[config.mk]
export PLATFORM = sky130hd
export DESIGN_NAME = flash_protection_control
export DESIGN_NICKNAME = d
export VERILOG_FILES = /design/src/flash_protect_pkg.sv /design/src/flash_protection_control.sv /design/src/pflash_range_check.sv
export VERILOG_INCLUDE_DIRS = /design/src
export SDC_FILE = /design/constraint.sdc
export NUM_CORES = 1
export LEC_CHECK = 0
export ABC_AREA = 1
export BUFFER_PORTS_ARGS = -buffer_cell sky130_fd_sc_hd__buf_2
export CELL_PAD_IN_SITES_DETAIL_PLACEMENT = 2
export CELL_PAD_IN_SITES_GLOBAL_PLACEMENT = 2
export CORE_MARGIN = 4
export CORE_UTILIZATION = 25
export CTS_CLUSTER_DIAMETER = 80
export DETAILED_ROUTE_END_ITERATION = 8
export GPL_TIMING_DRIVEN = 1
export PLACE_DENSITY_LB_ADDON = 0.1
export SLEW_MARGIN = 40
export SYNTH_ARGS = -nofsm -noshare
export SYNTH_HDL_FRONTEND = slang
export SYNTH_SLANG_ARGS = --single-unit
export TNS_END_PERCENT = 10
[constraint.sdc]
create_clock -name mclk -period 7.62 [get_ports mclk]
set_input_delay 1.905 -clock mclk [delete_from_list [all_inputs] [get_ports mclk]]
set_output_delay 1.905 -clock mclk [all_outputs]
set_load 0.1 [all_outputs]
[src/flash_protect_cfg.svh]
`ifndef FLASH_PROTECT_CFG_SVH
`define FLASH_PROTECT_CFG_SVH

// register offsets on the plain register port
`define ADDR_PFLASH_PROT      4'h0
`define ADDR_DFLASH_PROT      4'h1
`define ADDR_STATUS           4'h2
`define ADDR_CMD_INDEX        4'h3
`define ADDR_CMD_HI           4'h4
`define ADDR_CMD_LO           4'h5
`define ADDR_CHECK_CTRL       4'h6
`define ADDR_CHECK_ADDR_HI    4'h7
`define ADDR_CHECK_ADDR_MID   4'h8
`define ADDR_CHECK_ADDR_LO    4'h9
`define ADDR_CHECK_RESULT     4'hA

// program-flash protection field positions
`define PF_MODE_BIT           7
`define PF_RNV_BIT            6
`define PF_HDIS_BIT           5
`define PF_HSIZE_MSB          4
`define PF_HSIZE_LSB          3
`define PF_LDIS_BIT           2
`define PF_LSIZE_MSB          1
`define PF_LSIZE_LSB          0

// data-flash protection field positions
`define DF_DIS_BIT            7
`define DF_SIZE_MSB           3
`define DF_SIZE_LSB           0

// status and check control bit positions
`define STAT_VIOL_BIT         5
`define CHK_GO_BIT            0
`define CHK_DFLASH_BIT        1
`define CHK_BLOCK_BIT         2

// fail-safe values on a double-bit fault, and the register reset value
`define PF_FAILSAFE           8'h7F
`define DF_FAILSAFE           8'h0F
`define REG_RESET             8'h00

// configuration byte addresses in program flash
`define CFG_ADDR_PFLASH       18'h3FF0C
`define CFG_ADDR_DFLASH       18'h3FF0D

// flash address map
`define PF_TOP                18'h3FFFF
`define PF_BASE               18'h38000
`define DF_BASE               18'h04400
`define HIGH_MIN_SHIFT        11
`define LOW_MIN_SHIFT         10
`define DF_STEP_SHIFT         8

// command object geometry
`define CMD_WORDS             6
`define CMD_IDX_W             3

`endif

[src/flash_protect_pkg.sv]
package flash_protect_pkg;

    typedef enum logic [1:0] {
        LOAD_PFLASH,
        LOAD_DFLASH,
        LOAD_DONE
    } load_state_type;

    typedef struct packed {
        logic [3:0] addr;
        logic [7:0] wdata;
        logic       wr;
        logic       rd;
    } bus_req_type;

    typedef struct packed {
        logic        valid;
        logic [17:0] addr;
        logic [7:0]  data;
        logic        dbit_fault;
    } cfg_read_type;

endpackage : flash_protect_pkg

[src/flash_protection_control.sv]
// The implementer's own choices: the register offsets and strobed register access.
`timescale 1ns/1ps
`default_nettype none
`include "flash_protect_cfg.svh"

// Function
// mode set: disable bits select protected ranges
// mode clear: disable bits select unprotected ranges
// high size codes give 2 to 16 kByte
// low size codes give 1 to 8 kByte
// program protection loaded from configuration at reset
// disallowed scenario writes ignored entirely
// scenario transition table enforced
// reads return scenario in force
// data size writes only increase
// data disable bit only clears
// disable set ignores data size
// data protection loaded from configuration at reset
// double fault gives full data protection
// protected program or erase sets violation
// data block erase refused if protected
// bit seven disables data protection
// data region is code plus one pages
// six indexed command words, byte access
// scenario is mode, high, low bits
// program protection register bit layout
// size fields writable only when disabled
// double fault gives full program protection
// program violations flagged, block erase refused
module flash_protection_control (
    input  wire logic                         mclk,
    input  wire logic                         nrst,
    input  wire logic [3:0]                   reg_addr,
    input  wire logic [7:0]                   reg_wdata,
    input  wire logic                         reg_wr,
    input  wire logic                         reg_rd,
    output logic      [7:0]                   reg_rdata,
    input  wire flash_protect_pkg::cfg_read_type cfg_read,
    output logic      [17:0]                  cfg_addr,
    output logic                              cfg_req,
    output logic                              load_done,
    output logic                              check_refused,
    output logic                              protect_violation_flag
);

    typedef struct packed {
        logic                            done;
        flash_protect_pkg::load_state_type load;
        logic                            cfg_req;
        logic [17:0]                     cfg_addr;
        logic [7:0]                      pflash;
        logic [7:0]                      dflash;
        logic                            viol;
        logic [`CMD_IDX_W-1:0]           index;
        logic [`CMD_WORDS-1:0][15:0]     cmd;
        logic [2:0]                      chk_ctrl;
        logic [17:0]                     chk_addr;
        logic                            refused;
        logic [7:0]                      rdata;
    } state_type;

    state_type q;
    state_type d;

    logic [1:0]  rst_sync_q;
    logic        rst_n;
    logic        pf_hit;
    logic        pf_any;
    logic [2:0]  cur_scn;
    logic [2:0]  new_scn;
    logic [7:0]  pf_cand;
    logic        allowed;
    logic        df_hit;
    logic        df_any;
    logic [17:0] df_end;
    logic        refuse;

    flash_protect_pkg::bus_req_type req;

    // reset released through two flip-flops
    always_ff @(posedge mclk or negedge nrst) begin
        if (!nrst) begin
            rst_sync_q <= 2'h0;
        end else begin
            rst_sync_q <= {rst_sync_q[0], 1'b1};
        end
    end
    assign rst_n = rst_sync_q[1];

    assign req = '{addr: reg_addr, wdata: reg_wdata, wr: reg_wr, rd: reg_rd};

    pflash_range_check u_pcheck (
        .prot_reg      (q.pflash),
        .addr          (q.chk_addr),
        .protected_hit (pf_hit),
        .any_protected (pf_any)
    );

    // transition table lookup
    function automatic logic scn_allowed(input logic [2:0] from_s, input logic [2:0] to_s);
        logic [7:0] row;
        row = 8'h00;
        unique case (from_s)
            3'h0: row = 8'h0F;
            3'h1: row = 8'h0A;
            3'h2: row = 8'h0C;
            3'h3: row = 8'h08;
            3'h4: row = 8'h18;
            3'h5: row = 8'h3C;
            3'h6: row = 8'h5A;
            3'h7: row = 8'hFF;
        endcase
        return row[to_s];
    endfunction : scn_allowed

    // protection checks and next state
    always_comb begin
        d = q;
        d.rdata = 8'h00;
        d.refused = 1'b0;
        // scenario numbering
        cur_scn = {q.pflash[`PF_MODE_BIT], q.pflash[`PF_HDIS_BIT], q.pflash[`PF_LDIS_BIT]};
        // size fields held unless range disabled
        pf_cand = q.pflash;
        pf_cand[`PF_MODE_BIT] = req.wdata[`PF_MODE_BIT];
        pf_cand[`PF_HDIS_BIT] = req.wdata[`PF_HDIS_BIT];
        pf_cand[`PF_LDIS_BIT] = req.wdata[`PF_LDIS_BIT];
        if (q.pflash[`PF_HDIS_BIT]) begin
            pf_cand[`PF_HSIZE_MSB:`PF_HSIZE_LSB] = req.wdata[`PF_HSIZE_MSB:`PF_HSIZE_LSB];
        end
        if (q.pflash[`PF_LDIS_BIT]) begin
            pf_cand[`PF_LSIZE_MSB:`PF_LSIZE_LSB] = req.wdata[`PF_LSIZE_MSB:`PF_LSIZE_LSB];
        end
        new_scn = {pf_cand[`PF_MODE_BIT], pf_cand[`PF_HDIS_BIT], pf_cand[`PF_LDIS_BIT]};
        // transition table
        allowed = scn_allowed(cur_scn, new_scn);
        // data region end
        df_end = `DF_BASE
            + ({14'h0000, q.dflash[`DF_SIZE_MSB:`DF_SIZE_LSB]} + 18'h00001 << `DF_STEP_SHIFT);
        // disable bit overrides size
        df_any = !q.dflash[`DF_DIS_BIT];
        df_hit = df_any && (q.chk_addr >= `DF_BASE) && (q.chk_addr < df_end);
        // refuse protected targets and block erases
        if (q.chk_ctrl[`CHK_DFLASH_BIT]) begin
            refuse = q.chk_ctrl[`CHK_BLOCK_BIT] ? df_any : df_hit;
        end else begin
            refuse = q.chk_ctrl[`CHK_BLOCK_BIT] ? pf_any : pf_hit;
        end

        // configuration load sequence
        d.cfg_req = 1'b0;
        unique case (q.load)
            flash_protect_pkg::LOAD_PFLASH: begin
                d.cfg_req  = 1'b1;
                d.cfg_addr = `CFG_ADDR_PFLASH;
                if (q.cfg_req && cfg_read.valid) begin
                    // load or fail safe
                    d.pflash = cfg_read.dbit_fault ? `PF_FAILSAFE : cfg_read.data;
                    d.load = flash_protect_pkg::LOAD_DFLASH;
                    d.cfg_req = 1'b0;
                end
            end
            flash_protect_pkg::LOAD_DFLASH: begin
                d.cfg_req  = 1'b1;
                d.cfg_addr = `CFG_ADDR_DFLASH;
                if (q.cfg_req && cfg_read.valid) begin
                    // load or fail safe
                    d.dflash = cfg_read.dbit_fault ? `DF_FAILSAFE : cfg_read.data;
                    d.load = flash_protect_pkg::LOAD_DONE;
                    d.cfg_req = 1'b0;
                end
            end
            flash_protect_pkg::LOAD_DONE: begin
                d.cfg_req = 1'b0;
            end
        endcase

        // load complete flag registered for a clean output
        d.done = (d.load == flash_protect_pkg::LOAD_DONE);

        // check strobe is a one-cycle pulse
        d.chk_ctrl[`CHK_GO_BIT] = 1'b0;
        if (q.chk_ctrl[`CHK_GO_BIT] && refuse) begin
            d.refused = 1'b1;
            // violation set
            d.viol = 1'b1;
        end

        // register writes, only after the load completes
        if (req.wr && q.load == flash_protect_pkg::LOAD_DONE) begin
            unique case (req.addr)
                `ADDR_PFLASH_PROT: begin
                    // ignore whole write
                    if (allowed) begin
                        d.pflash = pf_cand;
                    end
                end
                `ADDR_DFLASH_PROT: begin
                    // size only grows
                    if (req.wdata[`DF_SIZE_MSB:`DF_SIZE_LSB]
                        > q.dflash[`DF_SIZE_MSB:`DF_SIZE_LSB]) begin
                        d.dflash[`DF_SIZE_MSB:`DF_SIZE_LSB] = req.wdata[`DF_SIZE_MSB:`DF_SIZE_LSB];
                    end
                    // disable only clears
                    if (!req.wdata[`DF_DIS_BIT]) begin
                        d.dflash[`DF_DIS_BIT] = 1'b0;
                    end
                end
                `ADDR_STATUS: begin
                    // write one clears, a new violation wins
                    if (req.wdata[`STAT_VIOL_BIT] && !d.refused) begin
                        d.viol = 1'b0;
                    end
                end
                `ADDR_CMD_INDEX: d.index = req.wdata[`CMD_IDX_W-1:0];
                `ADDR_CMD_HI: begin
                    // byte-wide high write
                    if (q.index < `CMD_IDX_W'(`CMD_WORDS)) begin
                        d.cmd[q.index][15:8] = req.wdata;
                    end
                end
                `ADDR_CMD_LO: begin
                    // byte-wide low write
                    if (q.index < `CMD_IDX_W'(`CMD_WORDS)) begin
                        d.cmd[q.index][7:0] = req.wdata;
                    end
                end
                `ADDR_CHECK_CTRL:    d.chk_ctrl = req.wdata[2:0];
                `ADDR_CHECK_ADDR_HI: d.chk_addr[17:16] = req.wdata[1:0];
                `ADDR_CHECK_ADDR_MID: d.chk_addr[15:8] = req.wdata;
                `ADDR_CHECK_ADDR_LO: d.chk_addr[7:0] = req.wdata;
                default: ;
            endcase
        end

        // register reads, data one cycle later
        if (req.rd) begin
            unique case (req.addr)
                // scenario in force
                `ADDR_PFLASH_PROT: d.rdata = q.pflash;
                `ADDR_DFLASH_PROT: d.rdata = {q.dflash[7], 3'h0, q.dflash[3:0]};
                `ADDR_STATUS:      d.rdata = {2'h0, q.viol, 5'h00};
                `ADDR_CMD_INDEX:   d.rdata = {5'h00, q.index};
                `ADDR_CMD_HI: begin
                    // unimplemented words read zero
                    d.rdata = (q.index < `CMD_IDX_W'(`CMD_WORDS)) ? q.cmd[q.index][15:8] : 8'h00;
                end
                `ADDR_CMD_LO: begin
                    d.rdata = (q.index < `CMD_IDX_W'(`CMD_WORDS)) ? q.cmd[q.index][7:0] : 8'h00;
                end
                `ADDR_CHECK_CTRL:     d.rdata = {5'h00, q.chk_ctrl[2:1], 1'b0};
                `ADDR_CHECK_ADDR_HI:  d.rdata = {6'h00, q.chk_addr[17:16]};
                `ADDR_CHECK_ADDR_MID: d.rdata = q.chk_addr[15:8];
                `ADDR_CHECK_ADDR_LO:  d.rdata = q.chk_addr[7:0];
                `ADDR_CHECK_RESULT:   d.rdata = {5'h00, df_any, pf_any, q.load == flash_protect_pkg::LOAD_DONE};
                default:              d.rdata = 8'h00;
            endcase
        end
    end

    // state register on the synchronised reset
    always_ff @(posedge mclk or negedge rst_n) begin
        if (!rst_n) begin
            q.load     <= flash_protect_pkg::LOAD_PFLASH;
            q.done     <= 1'b0;
            q.cfg_req  <= 1'b0;
            q.cfg_addr <= 18'h00000;
            q.pflash   <= `REG_RESET;
            q.dflash   <= `REG_RESET;
            q.viol     <= 1'b0;
            q.index    <= '0;
            q.cmd      <= '0;
            q.chk_ctrl <= 3'h0;
            q.chk_addr <= 18'h00000;
            q.refused  <= 1'b0;
            q.rdata    <= 8'h00;
        end else begin
            q.load     <= d.load;
            q.done     <= d.done;
            q.cfg_req  <= d.cfg_req;
            q.cfg_addr <= d.cfg_addr;
            q.pflash   <= d.pflash;
            q.dflash   <= d.dflash;
            q.viol     <= d.viol;
            q.index    <= d.index;
            q.cmd      <= d.cmd;
            q.chk_ctrl <= d.chk_ctrl;
            q.chk_addr <= d.chk_addr;
            q.refused  <= d.refused;
            q.rdata    <= d.rdata;
        end
    end

    // outputs straight from flip-flops
    assign reg_rdata              = q.rdata;
    assign cfg_addr               = q.cfg_addr;
    assign cfg_req                = q.cfg_req;
    assign load_done              = q.done;
    assign check_refused          = q.refused;
    assign protect_violation_flag = q.viol;

endmodule : flash_protection_control
`default_nettype wire

[src/pflash_range_check.sv]
`timescale 1ns/1ps
`default_nettype none
`include "flash_protect_cfg.svh"

// decides whether a program-flash address lies in a protected area
module pflash_range_check (
    input  wire logic [7:0]  prot_reg,
    input  wire logic [17:0] addr,
    output logic             protected_hit,
    output logic             any_protected
);
    logic        mode;
    logic        hdis;
    logic        ldis;
    logic [17:0] high_start;
    logic [17:0] low_end;
    logic        in_high;
    logic        in_low;

    // range bounds from the size codes
    always_comb begin
        mode = prot_reg[`PF_MODE_BIT];
        hdis = prot_reg[`PF_HDIS_BIT];
        ldis = prot_reg[`PF_LDIS_BIT];
        // high range size
        high_start = `PF_TOP + 18'h00001
            - (18'h00001 << (`HIGH_MIN_SHIFT + prot_reg[`PF_HSIZE_MSB:`PF_HSIZE_LSB]));
        // low range size
        low_end = `PF_BASE
            + (18'h00001 << (`LOW_MIN_SHIFT + prot_reg[`PF_LSIZE_MSB:`PF_LSIZE_LSB]));
        in_high = (addr >= high_start);
        in_low  = (addr >= `PF_BASE) && (addr < low_end);
        if (mode) begin
            // ranges protected
            protected_hit = (in_high && !hdis) || (in_low && !ldis);
            any_protected = !(hdis && ldis);
        end else begin
            // ranges unprotected
            protected_hit = !((in_high && !hdis) || (in_low && !ldis));
            any_protected = 1'b1;
        end
    end
endmodule : pflash_range_check
`default_nettype wire
* Yosys cells after proc, flatten, opt, wreduce, memory -nomap -nowiden
Memory sizes are Yosys's and may differ from the RTL's.
Cells that the tools add are included.
** Word-level totals
- Register bits :: 170
- Logic and storage cells :: 144
- Memories :: 1
- Output and inout port bits :: 30
- Memory bits (read-only) :: 56
- Bits of input ports :: 44
** Memory list
- (name not given) :: words 8, width 7, read ports 1, clocked after memory_dff 0, wr ports 0, RTL line flash_protection_control.sv:103 : unique case (from_s)
** Operators by class
- $add $sub $neg :: 6
- Multiplexer cells :: 52
- Eq/ne operators :: 18
- Shifts and indexed selects :: 2
- Reduce and logical (&&, ||, !) cells :: 29
- Order comparisons :: 10
** Operators with widths (count)
- bitwise mux 96 bit :: 2
- two-way mux 96 bit :: 2
- case mux 96 bit (2 select lines) :: 1
- two-way mux 125 bit :: 1
- two-way mux 8 bit :: 14
- demux 16 bit (select 3 bit) :: 2
- case mux 8 bit (11 select lines) :: 1
- left shift 1 x 32 -> 18 bit (first input constant) :: 2
- binary-select mux 16 bit (select 3 bit) :: 1
- case mux 18 bit (2 select lines) :: 1
- two-way mux 16 bit :: 2
- adder 18 bit (first input constant) :: 1
- >= comparator 18 x 15 -> 1 bit (second input constant) :: 1
- >= comparator 18 bit :: 1
- >= comparator 18 bit (second input constant) :: 1
- less-than comparator 18 x 16 -> 1 bit :: 1
- less-than comparator 18 bit :: 1
- subtractor 1 x 18 -> 18 bit (first input constant) :: 1
- adder 15 x 13 -> 16 bit (first input constant) :: 1
- equality test 4 x 3 -> 1 bit (second input constant) :: 4
- equality test 4 bit (second input constant) :: 3
- two-way mux 1 bit :: 12
- two-way mux 3 bit :: 4
- AND reduction 2 bit :: 6
- other kinds (26) :: 51

* Logic depth before layout (Yosys ltp)
Gate-level depths: netlist of run 1.
- Word-level depth :: 18
- Mapped depth :: 18
- Mapped depth without buffers :: 18

* Hierarchy
From an unflattened synthesis of run 1, not the netlist that was laid out.
** Unflattened totals
- Cells, all modules :: 1059
- Area, all modules :: 8195.4 um2
** Modules (own cells, without submodules)
- flash_protection_control :: cells an instance 993, area an instance 7803.7 um2, times used 1, sequential area each 3778.6 um2
- pflash_range_check :: cells an instance 66, area an instance 391.6 um2, times used 1, sequential area each 0.0 um2

* Least setup slack after synthesis of run 1
Ideal clock, no wire load.
- Kind :: input port to flip-flop
- Start point :: input port reg_wdata[0]
- End point :: register q[130] (netlist name)
- Path buffers :: 1
- Stages on the path :: 9
- Setup slack :: 4.467 ns
- Data required time :: 7.483 ns
- Arrival :: 3.017 ns
- Setup time :: 0.137 ns
- Cells stage by stage :: clkinv_1 -> clkbuf_1 -> ha_1 -> nor2_1 -> o211ai_1 -> nand2_1 -> nand3_1 -> nand2_1 -> o21ai_0
** RTL lines
- from (decl) :: RTL line flash_protection_control.sv:34 : input wire logic [7:0] reg_wdata,
- to (decl) :: RTL line flash_protection_control.sv:62 : state_type q;

* Worst setup path in the final report of run 1
- Start point :: input port reg_wdata[5]
- End point :: register q[138] (netlist name)
** On the way
- Longest elaborated chain between the ends :: 5
- Elaborated cells between the ends (all ways) :: 6
- Those cells by class :: 1 x eq/ne; 5 x mux
** Ends and longest elaborated chain
- binary-select mux 1 bit (select 3 bit) (*) :: RTL line flash_protection_control.sv:113 : return row[to_s];
- two-way mux 1 bit (implied by the code) (*) :: RTL line flash_protection_control.sv:113
- two-way mux 8 bit :: RTL line flash_protection_control.sv:194 : if (allowed) begin
- two-way mux 8 bit :: RTL line flash_protection_control.sv:191 : unique case (req.addr)
- two-way mux 9 bit :: RTL line flash_protection_control.sv:190 : if (req.wr && q.load == flash_protect_pkg::LOAD_DONE) begin
Every way passes the cells marked *; elsewhere a longest branch is shown, timed or not. The select of a mux whose other input is x is not followed.
A chain may end at the register's enable or synchronous reset.

==> results of run 1 <==
[metal layers]
metal,track usage [%],vias to the layer above,part of all wire [%]
met1,21.70,3336,46
li1,-,3220,-
met5,0,-,0
met4,4.295,0,1.6
met3,2.744,21,2.3
met2,28.61,72,50
[worst register-to-register path: stages (launching register included)]
cell and delay (ps):
dfrtp_1 440, ha_1 250, xor2_1 220, ha_1 200, xor2_1 170, ha_1 260
nand2_1 90, inv_1 40, nand2_1 50, nand2_1 50, nand2_1 60, nand2_1 50
nor2_1 100, nand2_1 80, nand2_1 60, nand2_1 50, a21boi_0 200, nand2_1 100
nand2_1 60
[final cells by class]
type / count / area, sq um / area share, %
Timing Repair Buffer: 58 / 329.1 / 3.614
Multi-Input combinational cell: 687 / 3607 / 39.62
Sequential cell: 151 / 3782 / 41.54
Clock inverter: 15 / 161.4 / 1.773
Inverter: 79 / 296.5 / 3.257
Tap cell: 402 / 503.0 / 5.524
Clock buffer: 17 / 425.4 / 4.672
[metrics by stage]
stage | utilization (%) | instance area [sq um] | cells | setup WS [ps]
global placement | 26.76 | 8467 | 1373 | 3346
finish | 28.78 | 9105 | 1409 | 3945
floorplan | - | 8085 | 980 | 3101
CTS | 28.78 | 9105 | 1409 | 3882
global route | 28.78 | 9105 | 1409 | 3753
detailed placement | 26.93 | 8518 | 1377 | 3401
[power groups by stage]
stage | Sequential [uW] | Combinational, uW | Clock, uW
floorplan | 833 | 49.8 | 0
global placement | 824 | 93.1 | 0
detailed placement | 824 | 93.8 | 0
CTS | 808 | 94.1 | 902
global route | 809 | 101 | 940
finish | 808 | 90.2 | 874
[kinds of logic (layout without fill, tap and decap cells)]
kind of cell / after synthesis / count (layout) / share of synthesized area (%)
simple gates: 401 / 401 / 21.93
compound gates: 228 / 228 / 16.18
flops: 151 / 151 / 47.11
buf+inv: 142 / 169 / 8.751
fa+ha+maj: 36 / 36 / 5.615
xor+xnor: 3 / 3 / 0.3276
other cells: 2 / 19 / 0.09362
[path summary, 6_finish.rpt]
kind                                                    end  slack, ps  depth (start not counted)
setup / recovery                         q[138]$_DFFE_PN0P_       3940                          9
hold / removal                                    async pin        330                          0
setup reg to reg           protect_violation_flag$_DFF_PN0_       5040                         18
hold reg to reg                                   async pin        330                          0
max in group asynchronous                         async pin       6240                          1
min in group mclk                   rst_sync_q[1]$_DFF_PN0_        350                          0
[synthesized netlist by cell type, types with 4 or more instances]
cell	instances
nand2_1	278
dfrtp_1	151
o21ai_0	90
inv_1	71
o21ai_1	62
nor2_1	40
ha_1	36
nand3_1	31
buf_4	29
a22oi_1	27
nand4_1	21
a21oi_1	20
clkbuf_1	16
buf_2	12
o21ai_2	8
inv_2	7
nand2_2	7
buf_6	6
nand2_4	6
o22ai_1	5
a221oi_1	4
nor3_1	4
==> parameters.txt, run 1 <==
Parameter                              Value

Status
  Result of the run    complete, no violations

CTS
  CTS tree    done
  Number of instances resized during post-cts repair    0
  Total of hold buffers inserted after clock tree synthesis    0
  Number of H-tree levels    4
  Clock-pin slew of the registers on the worst-case setup and hold paths    70 ps
  Maximum buffer depth of the clock tree    2
  CTS sink cnt    151
  CTS buffer count    17
  Cell at the root of the clock tree    clkbuf_16
  Setup repair bufs after CTS    0
  Later-pin clock latency in the skew report    440 ps

STA
  Final Slew Violations    0
  Sum of negative setup slack    0 ps
  Final setup viols    0
  Hold Slack    333.1 ps
  Max-slew headroom    46.68%
  Pin slew with the least headroom to its limit    798.9 ps
  Crit path time final    3675 ps
  Setup repair after global routing missed its margin    false
  Worst clock skew    9.912 ps
  Final Hold Fails    0
  Maximum clock frequency    0.2721 GHz
  Share of the clock period used by the worst path after layout    48.23%

GRT
  Global-route wire length before repair    44790 microns
  Overall overflow remaining after global route    0
  GRT Total Usage    16.59%
  Antenna violations before repair    0
  Via count of the first global-routing pass    7284
  Maximum number of pins on one net before global-route repair    61

Die
  Initial core utilization    25.35%
  Placeable core region    0.03164 sq mm
  Total Die Area    0.03502 sq mm
  Row cnt    65
  Y dimension of the die    187.1 microns
  Top-level I/O count    74
  Die Wd    187.1 microns

Synthesis
  Synth cell types    39
  Post-synthesis cell type with the largest combined area    dfrtp_1
  Post-synthesis sequential element count    151
  Top-area cell type share of the netlist area    47.11%
  Synthesized area divided by synthesized cell count    8.330 sq um
  Yosys warning total    0
  Post-Synthesis Cell Area    0.008021 sq mm
  Count of flip-flops with a built-in enable after synthesis    0
  Main area contributors after synthesis    dfrtp_1 47%, nand2_1 13%, ha_1 5.6%
  Leading register cell type out of synthesis    dfrtp_1
  Synth Instances    963
  Async set-reset flop share out of synthesis    100.0%
  Part of the Yosys area used for sequential elements    47.11%

Detailed routing
  Average vias per placed instance    4.719
  Post-route ant nets    0
  Router iterations before antenna repair    4
  Total number of vias    6649
  Total wire length after detailed routing    28080 microns
  Average wire per standard cell    19.93 microns
  Iteration-0 DRC Markers    304
  # DRC    0

Power and ir drop
  Switching part of the total    27.61%
  Design internal power    1283 uW
  Peak supply drop    0.1503 mV
  Sequential cell fraction of total power    45.6%
  Clock Power Share    49.3%
  Power after layout    1772 uW
  Pwr dens    194.6 mW/mm^2
  Net switching power figure    489.2 uW
  Combinational share of power    5.1%
  Leak Pwr    0.004477 uW

Finish
  Highest-count cells in the layout ignoring fill and taps    278 x nand2_1, 150 x dfrtp_1, 90 x o21ai_0
  Area overhead of the layout relative to synthesis    13.51%
  Number of diodes    0
  Layout cell share with drive strength beyond 1    13.21%
  Most common cell after layout, fill and taps aside    nand2_1
  Filler instances    3644
  Layout Nets    1074

Setup path
  Standard cell with the maximum stage delay on the critical path    inv_1
  Data required time of the worst path    7930 ps
  Sequence of cells on the critical path    buf_2 -> inv_1 -> o21ai_0 -> o21ai_0 -> nand2_1 -> nand2_1 -> inv_1 -> nor2_1 -> o21ai_0
  Critical Path Start    reg_wdata[5]
  Worst Setup Start Kind    primary input
  Maximum fanout count along the critical path    16
  Sum of buffers and inverters on the critical path    3
  Crit-path leading delay family    buffers and inverters
  Worst setup path class    primary input to register
  Cell type with the highest occurrence count on the critical path    o21ai_0
  Critical register-to-register path startpoint    q[130]$_DFF_PN0_
  Endpoint arrival time on the critical path    3990 ps
  Kind of capture point of the worst setup path    register
  Largest stage delay on the critical path    600 ps

Run
  Max-cap violations    0

Placement
  Global placer's final weighted congestion    0.7445
  Number of buffer cells added on primary ports    50
  DP Wirelength    19740 microns

Min path
  Hold crit path type    register to async pin
Power figures use the tool's default switching activity.
==> run 2: changes to the inputs <==
==> constraint.sdc (replaced) <==
create_clock -name mclk -period 3.6 [get_ports mclk]
set_input_delay 0.9 -clock mclk [delete_from_list [all_inputs] [get_ports mclk]]
set_output_delay 0.9 -clock mclk [all_outputs]
set_load 0.1 [all_outputs]
==> run 2 against run 1 <==
Against the previous run:
- via count up 0.50%
- critical path type is now register to register
- wire length up 0.81%
- setup slack worse by 3000 ps
- die area unchanged
- clock skew up 3.2 ps
- flip-flop and latch count unchanged
- critical endpoint is now protect_violation_flag$_DFF_PN0_
- power up 120%
- sequential share of layout area down 0.22 points
- critical path depth up 9
- hold slack worse by 100 ps
- first-iteration DRC count down 28%
- utilization up 0.15 points
==> parameters.txt, run 2 (same netlist as run 1, synthesis figures left out) <==
Parameter                              Value

Status
  Result of the run    complete, no violations

Finish
  Filler instances    3625 (-0.52%)
  Area overhead of the layout relative to synthesis    14.10%
  Non-filler instance count after layout    1414 (+0.35%)
  Layout Nets    1078 (+0.37%)
  Layout cell share with drive strength beyond 1    13.25% (+0.047 points)
  Highest-count cells in the layout ignoring fill and taps    278 x nand2_1, 150 x dfrtp_1, 90 x o21ai_0
  Final standard cell area without fillers    0.009153 sq mm (+0.52%)
  Most common cell after layout, fill and taps aside    nand2_1

Setup path
  Worst setup path class    register to register
  Endpoint arrival time on the critical path    3000 ps (-990 ps)
  Kind of capture point of the worst setup path    register
  Sequence of cells on the critical path    ha_1 -> xor2_1 -> ha_1 -> xor2_1 -> ha_1 -> nand2_1 -> inv_1 -> nand2_1 -> nand2_1 -> nand2_1 -> nand2_1 -> nor2_1 -> nand2_1 -> nand2_1 -> nand2_1 -> a21boi_0 -> nand2_1 -> nand2_1
  Largest stage delay on the critical path    420 ps (-180 ps)
  Standard cell with the maximum stage delay on the critical path    dfrtp_1
  Data required time of the worst path    3970 ps (-3960 ps)
  Cell type with the highest occurrence count on the critical path    nand2_1
  Crit-path leading delay family    simple AND/OR/NAND/NOR gates
  Worst Setup Start Kind    register
  Sum of buffers and inverters on the critical path    1 (-2)
  Maximum fanout count along the critical path    4 (-12)

Power and ir drop
  Design internal power    2794 uW (+120%)
  Clock Power Share    50.1% (+0.8 points)
  Net switching power figure    1027 uW (+110%)
  Switching part of the total    26.87% (-0.74 points)
  Combinational share of power    5.0% (about the same)
  Leak Pwr    0.004510 uW (+0.73%)
  Sequential cell fraction of total power    44.8% (-0.8 points)
  Peak supply drop    0.2355 mV (+57%)
  Pwr dens    417.4 mW/mm^2 (+110%)

CTS
  CTS buffer count    17 (unchanged)
  CTS sink cnt    151 (unchanged)
  Total of hold buffers inserted after clock tree synthesis    0 (unchanged)
  Number of instances resized during post-cts repair    0 (unchanged)
  Clock-pin slew of the registers on the worst-case setup and hold paths    80 ps (about the same)
  Setup repair bufs after CTS    0 (unchanged)
  CTS tree    done
  Cell at the root of the clock tree    clkbuf_16
  Number of H-tree levels    4 (unchanged)
  Later-pin clock latency in the skew report    430 ps (about the same)
  Maximum buffer depth of the clock tree    2 (unchanged)

STA
  Crit path time final    2628 ps
  Final setup viols    0 (unchanged)
  Setup repair after global routing missed its margin    false
  Post-route setup slack    972.5 ps (-2972 ps)
  Sum of negative setup slack    0 ps (unchanged)
  Pin slew with the least headroom to its limit    739.4 ps (-59.50 ps)
  Max-slew headroom    50.65% (+4.0 points)
  Final Hold Fails    0 (unchanged)
  Share of the clock period used by the worst path after layout    72.99%
  Maximum clock frequency    0.3806 GHz
  Final Slew Violations    0 (unchanged)
  Worst clock skew    13.10 ps (+3.187 ps)

GRT
  Global-route wire length before repair    44770 microns (about the same)
  Overall overflow remaining after global route    0 (unchanged)
  GRT Total Usage    16.48% (-0.12 points)
  Antenna violations before repair    0 (unchanged)
  Via count of the first global-routing pass    7302 (+0.25%)
  Maximum number of pins on one net before global-route repair    54 (-11%)

Placement
  Global placer's final weighted congestion    0.7634 (+2.5%)
  Number of cells after detailed placement    1381 (+0.29%)
  Number of buffer cells added on primary ports    50 (unchanged)
  Pre-CTS setup slack    811.6 ps (-2589 ps)
  Cell area reported after detailed placement    0.008539 sq mm (+0.25%)
  DP Wirelength    19880 microns (+0.69%)

Run
  Max-cap violations    0 (unchanged)

Detailed routing
  M1 WL    13500 microns (+4.5%)
  Router iterations before antenna repair    5 (+1)
  Post-route ant nets    0 (unchanged)
  Highest routed metal layer    met4
  Average wire per standard cell    20.02 microns (+0.45%)
  Total number of vias    6682 (+0.50%)
  WL met2    13740 microns (-2.3%)
  Wire length on met3    592 microns (-9.9%)
  # DRC    0 (unchanged)
  Iteration-0 DRC Markers    218 (-28%)
  Average vias per placed instance    4.726 (+0.14%)
  Total wire length after detailed routing    28300 microns (+0.81%)

Die
  Row cnt    65 (unchanged)
  Total Die Area    0.03502 sq mm (unchanged)
  Initial core utilization    25.35% (unchanged)
  Y dimension of the die    187.1 microns (unchanged)
  Die Wd    187.1 microns (unchanged)
  Top-level I/O count    74 (unchanged)
  Placeable core region    0.03164 sq mm (unchanged)

Min path
  Hold crit path type    primary input to async pin
==> run 2: power by group through the flow <==
| stage | Combinational [uW] | Sequential (uW) | Clock [uW] |
|---|---|---|---|
| floorplan | 105 | 1760 | 0 |
| global placement | 198 | 1750 | 0 |
| detailed placement | 198 | 1750 | 0 |
| CTS | 199 | 1710 | 1980 |
| global route | 214 | 1710 | 2050 |
| finish | 193 | 1710 | 1920 |
==> run 2: worst reg2reg max path: cells and delay by family, from the launching register on <==
family	cells	cell delay, ps
xor gates and xnor gates	2	440
AOI/OAI and AO/OA	1	150
adders and majority gates	3	730
DFF	1	420
and+or+nand+nor	11	780
buffers and inverters	1	50
==> run 2: worst paths after layout <==
check / startpoint / endpoint / slack, ps / cells after the start
min in group mclk: rst_sync_q[0]$_DFF_PN0_ / rst_sync_q[1]$_DFF_PN0_ / 350 / 0
hold / removal: nrst / rst_sync_q[1]$_DFF_PN0_ / 230 / 1
max in group asynchronous: rst_sync_q[1]$_DFF_PN0_ / async pin / 2260 / 1
setup reg to reg: q[130]$_DFF_PN0_ / protect_violation_flag$_DFF_PN0_ / 970 / 18
setup / recovery: q[130]$_DFF_PN0_ / protect_violation_flag$_DFF_PN0_ / 970 / 18
hold reg to reg: rst_sync_q[0]$_DFF_PN0_ / rst_sync_q[1]$_DFF_PN0_ / 350 / 0
==> run 2: routing by layer <==
layer | track usage, % | up-vias
met4 | 3.953 | 0
met1 | 21.95 | 3361
met2 | 28.18 | 65
met5 | 0 | -
li1 | - | 3236
met3 | 2.594 | 20
==> run 2: through the flow <==
step / utilization (%) / total power [uW] / hold WS, ps
after floorplan: - / 1868 / 331.1
after CTS: 28.92 / 3896 / 211.3
final: 28.93 / 3821 / 232.4
after global routing: 28.92 / 3980 / 204.0
after global placement: 26.99 / 1945 / 337.4
after detailed placement: 26.99 / 1945 / 341.1
==> run 2: cell type report <==
cell class | instances | area [sq um] | area share, %
tap | 402 | 503.0 | 5.496
antenna | 1 | 2.502 | 0.02734
sequential | 151 | 3782 | 41.33
timing repair buffer | 62 | 352.8 | 3.855
multi-input combinational | 687 | 3605 | 39.38
clock inverter | 14 | 181.4 | 1.982
clock buffer | 18 | 429.2 | 4.689
inverter | 79 | 296.5 | 3.240
==> run 3: changes to the inputs <==
==> constraint.sdc (replaced) <==
create_clock -name mclk -period 2.5 [get_ports mclk]
set_input_delay 0.625 -clock mclk [delete_from_list [all_inputs] [get_ports mclk]]
set_output_delay 0.625 -clock mclk [all_outputs]
set_load 0.1 [all_outputs]
==> run 3 against run 2 <==
Against the previous run:
- final cell count is 1.8% higher
- clock power rose by 33%
- setup slack got worse by 840 ps
==> parameters.txt, run 3 (same netlist as run 1, synthesis figures left out) <==
Parameter                              Value

Status
  Result of the run    complete, no violations

Setup path
  Register-to-register setup slack    130 ps (-840 ps)
  Endpoint arrival time on the critical path    2740 ps (-260 ps)
  Worst setup path endpoint    protect_violation_flag$_DFF_PN0_
  Worst setup path class    register to register
  Data required time of the worst path    2870 ps (-1100 ps)
  Critical Path Start    q[131]$_DFF_PN0_
  Worst Setup Start Kind    register
  Kind of capture point of the worst setup path    register
  Maximum fanout count along the critical path    3 (-1)
  Worst flop-to-flop path endpoint    protect_violation_flag$_DFF_PN0_
  Critical register-to-register path startpoint    q[131]$_DFF_PN0_
  Reg2Reg Depth    18 (unchanged)

Die
  Total Die Area    0.03502 sq mm (unchanged)
  Y dimension of the die    187.1 microns (unchanged)
  Top-level I/O count    74 (unchanged)
  Die Wd    187.1 microns (unchanged)
  Initial core utilization    25.35% (unchanged)
  Row cnt    65 (unchanged)
  Placeable core region    0.03164 sq mm (unchanged)

CTS
  Number of H-tree levels    4 (unchanged)
  Maximum buffer depth of the clock tree    2 (unchanged)
  CTS tree    done
  CTS sink cnt    151 (unchanged)
  Cell at the root of the clock tree    clkbuf_16
  CTS buffer count    17 (unchanged)
  Clock-pin slew of the registers on the worst-case setup and hold paths    70 ps (about the same)
  Later-pin clock latency in the skew report    440 ps (about the same)

Detailed routing
  Router iterations before antenna repair    4 (-1)
  Total wire length after detailed routing    28960 microns (+2.3%)
  Average wire per standard cell    20.12 microns (+0.53%)
  Iteration-0 DRC Markers    285 (+31%)
  Average vias per placed instance    4.706 (-0.41%)
  Total number of vias    6772 (+1.3%)
  Post-route ant nets    0 (unchanged)
  # DRC    0 (unchanged)

Power and ir drop
  Sequential cell fraction of total power    46.2% (+1.4 points)
  Switching part of the total    26.28% (-0.59 points)
  Pwr dens    565.5 mW/mm^2 (+35%)
  Peak supply drop    0.5126 mV (+120%)
  Clock Power Share    48.2% (-1.9 points)
  Combinational share of power    5.6% (+0.6 points)
  Net switching power figure    1399 uW (+36%)
  Leak Pwr    0.004633 uW (+2.7%)
  Design internal power    3924 uW (+40%)
  Power after layout    5323 uW (+39%)

GRT
  Met1 Resource Use GR    21.08% (-0.87 points)
  Overall overflow remaining after global route    0 (unchanged)
  Via count of the first global-routing pass    7426 (+1.7%)
  Global routing usage on met3    3.061% (+0.47 points)
  Global-route wire length before repair    45170 microns (+0.89%)
  GRT Total Usage    16.81% (+0.34 points)
  Antenna violations before repair    1 (+1)
  GR Util met2    30.23% (+2.1 points)
  Global-route layer with the greatest usage    met2
  Maximum number of pins on one net before global-route repair    48 (-11%)

STA
  Worst clock skew    13.12 ps (+0.01990 ps)
  Share of the clock period used by the worst path after layout    94.63% (+22 points)
  Pin slew with the least headroom to its limit    671.3 ps (-68.12 ps)
  Max-slew headroom    55.20% (+4.5 points)
  Final setup viols    0 (unchanged)
  Hold Slack    259.7 ps (+27.29 ps)
  Final Slew Violations    0 (unchanged)
  Final Hold Fails    0 (unchanged)
  Crit path time final    2366 ps (-261.9 ps)
  Post-route setup slack    134.4 ps (-838.1 ps)
  Maximum clock frequency    0.4227 GHz (+11%)
  Setup repair after global routing missed its margin    true

Finish
  Area overhead of the layout relative to synthesis    17.35%
  Most common cell after layout, fill and taps aside    nand2_1
  Highest-count cells in the layout ignoring fill and taps    276 x nand2_1, 148 x dfrtp_1, 90 x o21ai_0
  Layout Nets    1103 (+2.3%)
  Final core utilization    29.75% (+0.82 points)
  Layout cell share with drive strength beyond 1    16.12% (+2.9 points)
  Filler instances    3672 (+1.3%)

Run
  Max-cap violations    0 (unchanged)

Placement
  Pre-CTS setup slack    60.48 ps (-751.1 ps)
  Number of buffer cells added on primary ports    50 (unchanged)
  Global placer's final weighted congestion    0.7806 (+2.3%)
  DP Wirelength    20520 microns (+3.3%)

Min path
  Hold crit path type    register to async pin
[run 3: cell types whose count changed in the layout (fill, tap and decap cells not counted), sizes merged]
cell,delta
inv,-3
dlygate4sd3,+1
bufinv,-1
clkinvlp,+2
clkbuf,+2
buf,+24
[run 3: timing repair]
item | CTS | global route
hold endpoints to repair | 2 | 0
resized for setup | 0 | 15
endpoints found under the setup margin | 0 | 2
setup buffers | 0 | 2
hold buffers | 1 | 0
[run 3: per-layer routing]
metal,wire [microns],part of all wire [%],up-vias
li1,-,-,3277
met1,13160,45,3414
met4,210,0.73,0
met2,14950,52,72
met5,0,0,-
met3,636,2.2,9
[run 3: how the worst min path moves through the flow]
stage                       startpoint                 endpoint  slack, ps  cells past startpoint
2_1_floorplan                     nrst  rst_sync_q[0]$_DFF_PN0_        330                      0
5_1_grt        rst_sync_q[1]$_DFF_PN0_                async pin        300                      0
4_1_cts        rst_sync_q[1]$_DFF_PN0_                async pin        280                      0
6_report       rst_sync_q[1]$_DFF_PN0_                async pin        260                      0
3_3_place_gp   rst_sync_q[1]$_DFF_PN0_                async pin        280                      0
3_5_place_dp   rst_sync_q[1]$_DFF_PN0_                async pin        280                      0
[run 3: power groups by stage]
| stage | combinational [uW] | sequential (uW) | clock, uW |
|---|---|---|---|
| 2_1_floorplan | 152 | 2540 | 0 |
| 3_3_place_gp | 306 | 2510 | 0 |
| 3_5_place_dp | 308 | 2510 | 0 |
| 4_1_cts | 311 | 2460 | 2670 |
| 5_1_grt | 333 | 2460 | 2780 |
| 6_report | 300 | 2460 | 2560 |
[run 3: worst max-delay path: stages, from the launching register on]
cell	delay, ps
dfrtp_2	450
ha_4	190
xor2_4	150
ha_2	190
xor2_1	160
ha_1	310
nand2_2	80
inv_2	30
nand2_1	40
nand2_1	50
nand2_1	60
nand2_1	40
nor2_1	80
nand2_1	50
nand2_1	80
nand2_2	70
a21boi_2	130
nand2_1	70
nand2_1	60
[run 3: cell type report]
class                   count  area, sq um  area share [%]
well taps                 402        503.0           5.344
multi-input cells         687         3665           38.93
clock buffers              20        446.7           4.745
diodes                      1        2.502         0.02659
clock inverters            12        117.6           1.250
flip-flops and latches    151         3785           40.21
repair buffers             87        596.8           6.341
inverters                  79        296.5           3.150
[run 3: metrics by stage]
stage | area, sq um | cells | TNS [ps]
2_1_floorplan | 8089 | 980 | 0
5_1_grt | 9413 | 1439 | -122.0
4_1_cts | 9329 | 1436 | 0
3_3_place_gp | 8755 | 1403 | 0
6_report | 9413 | 1439 | 0
3_5_place_dp | 8755 | 1403 | 0
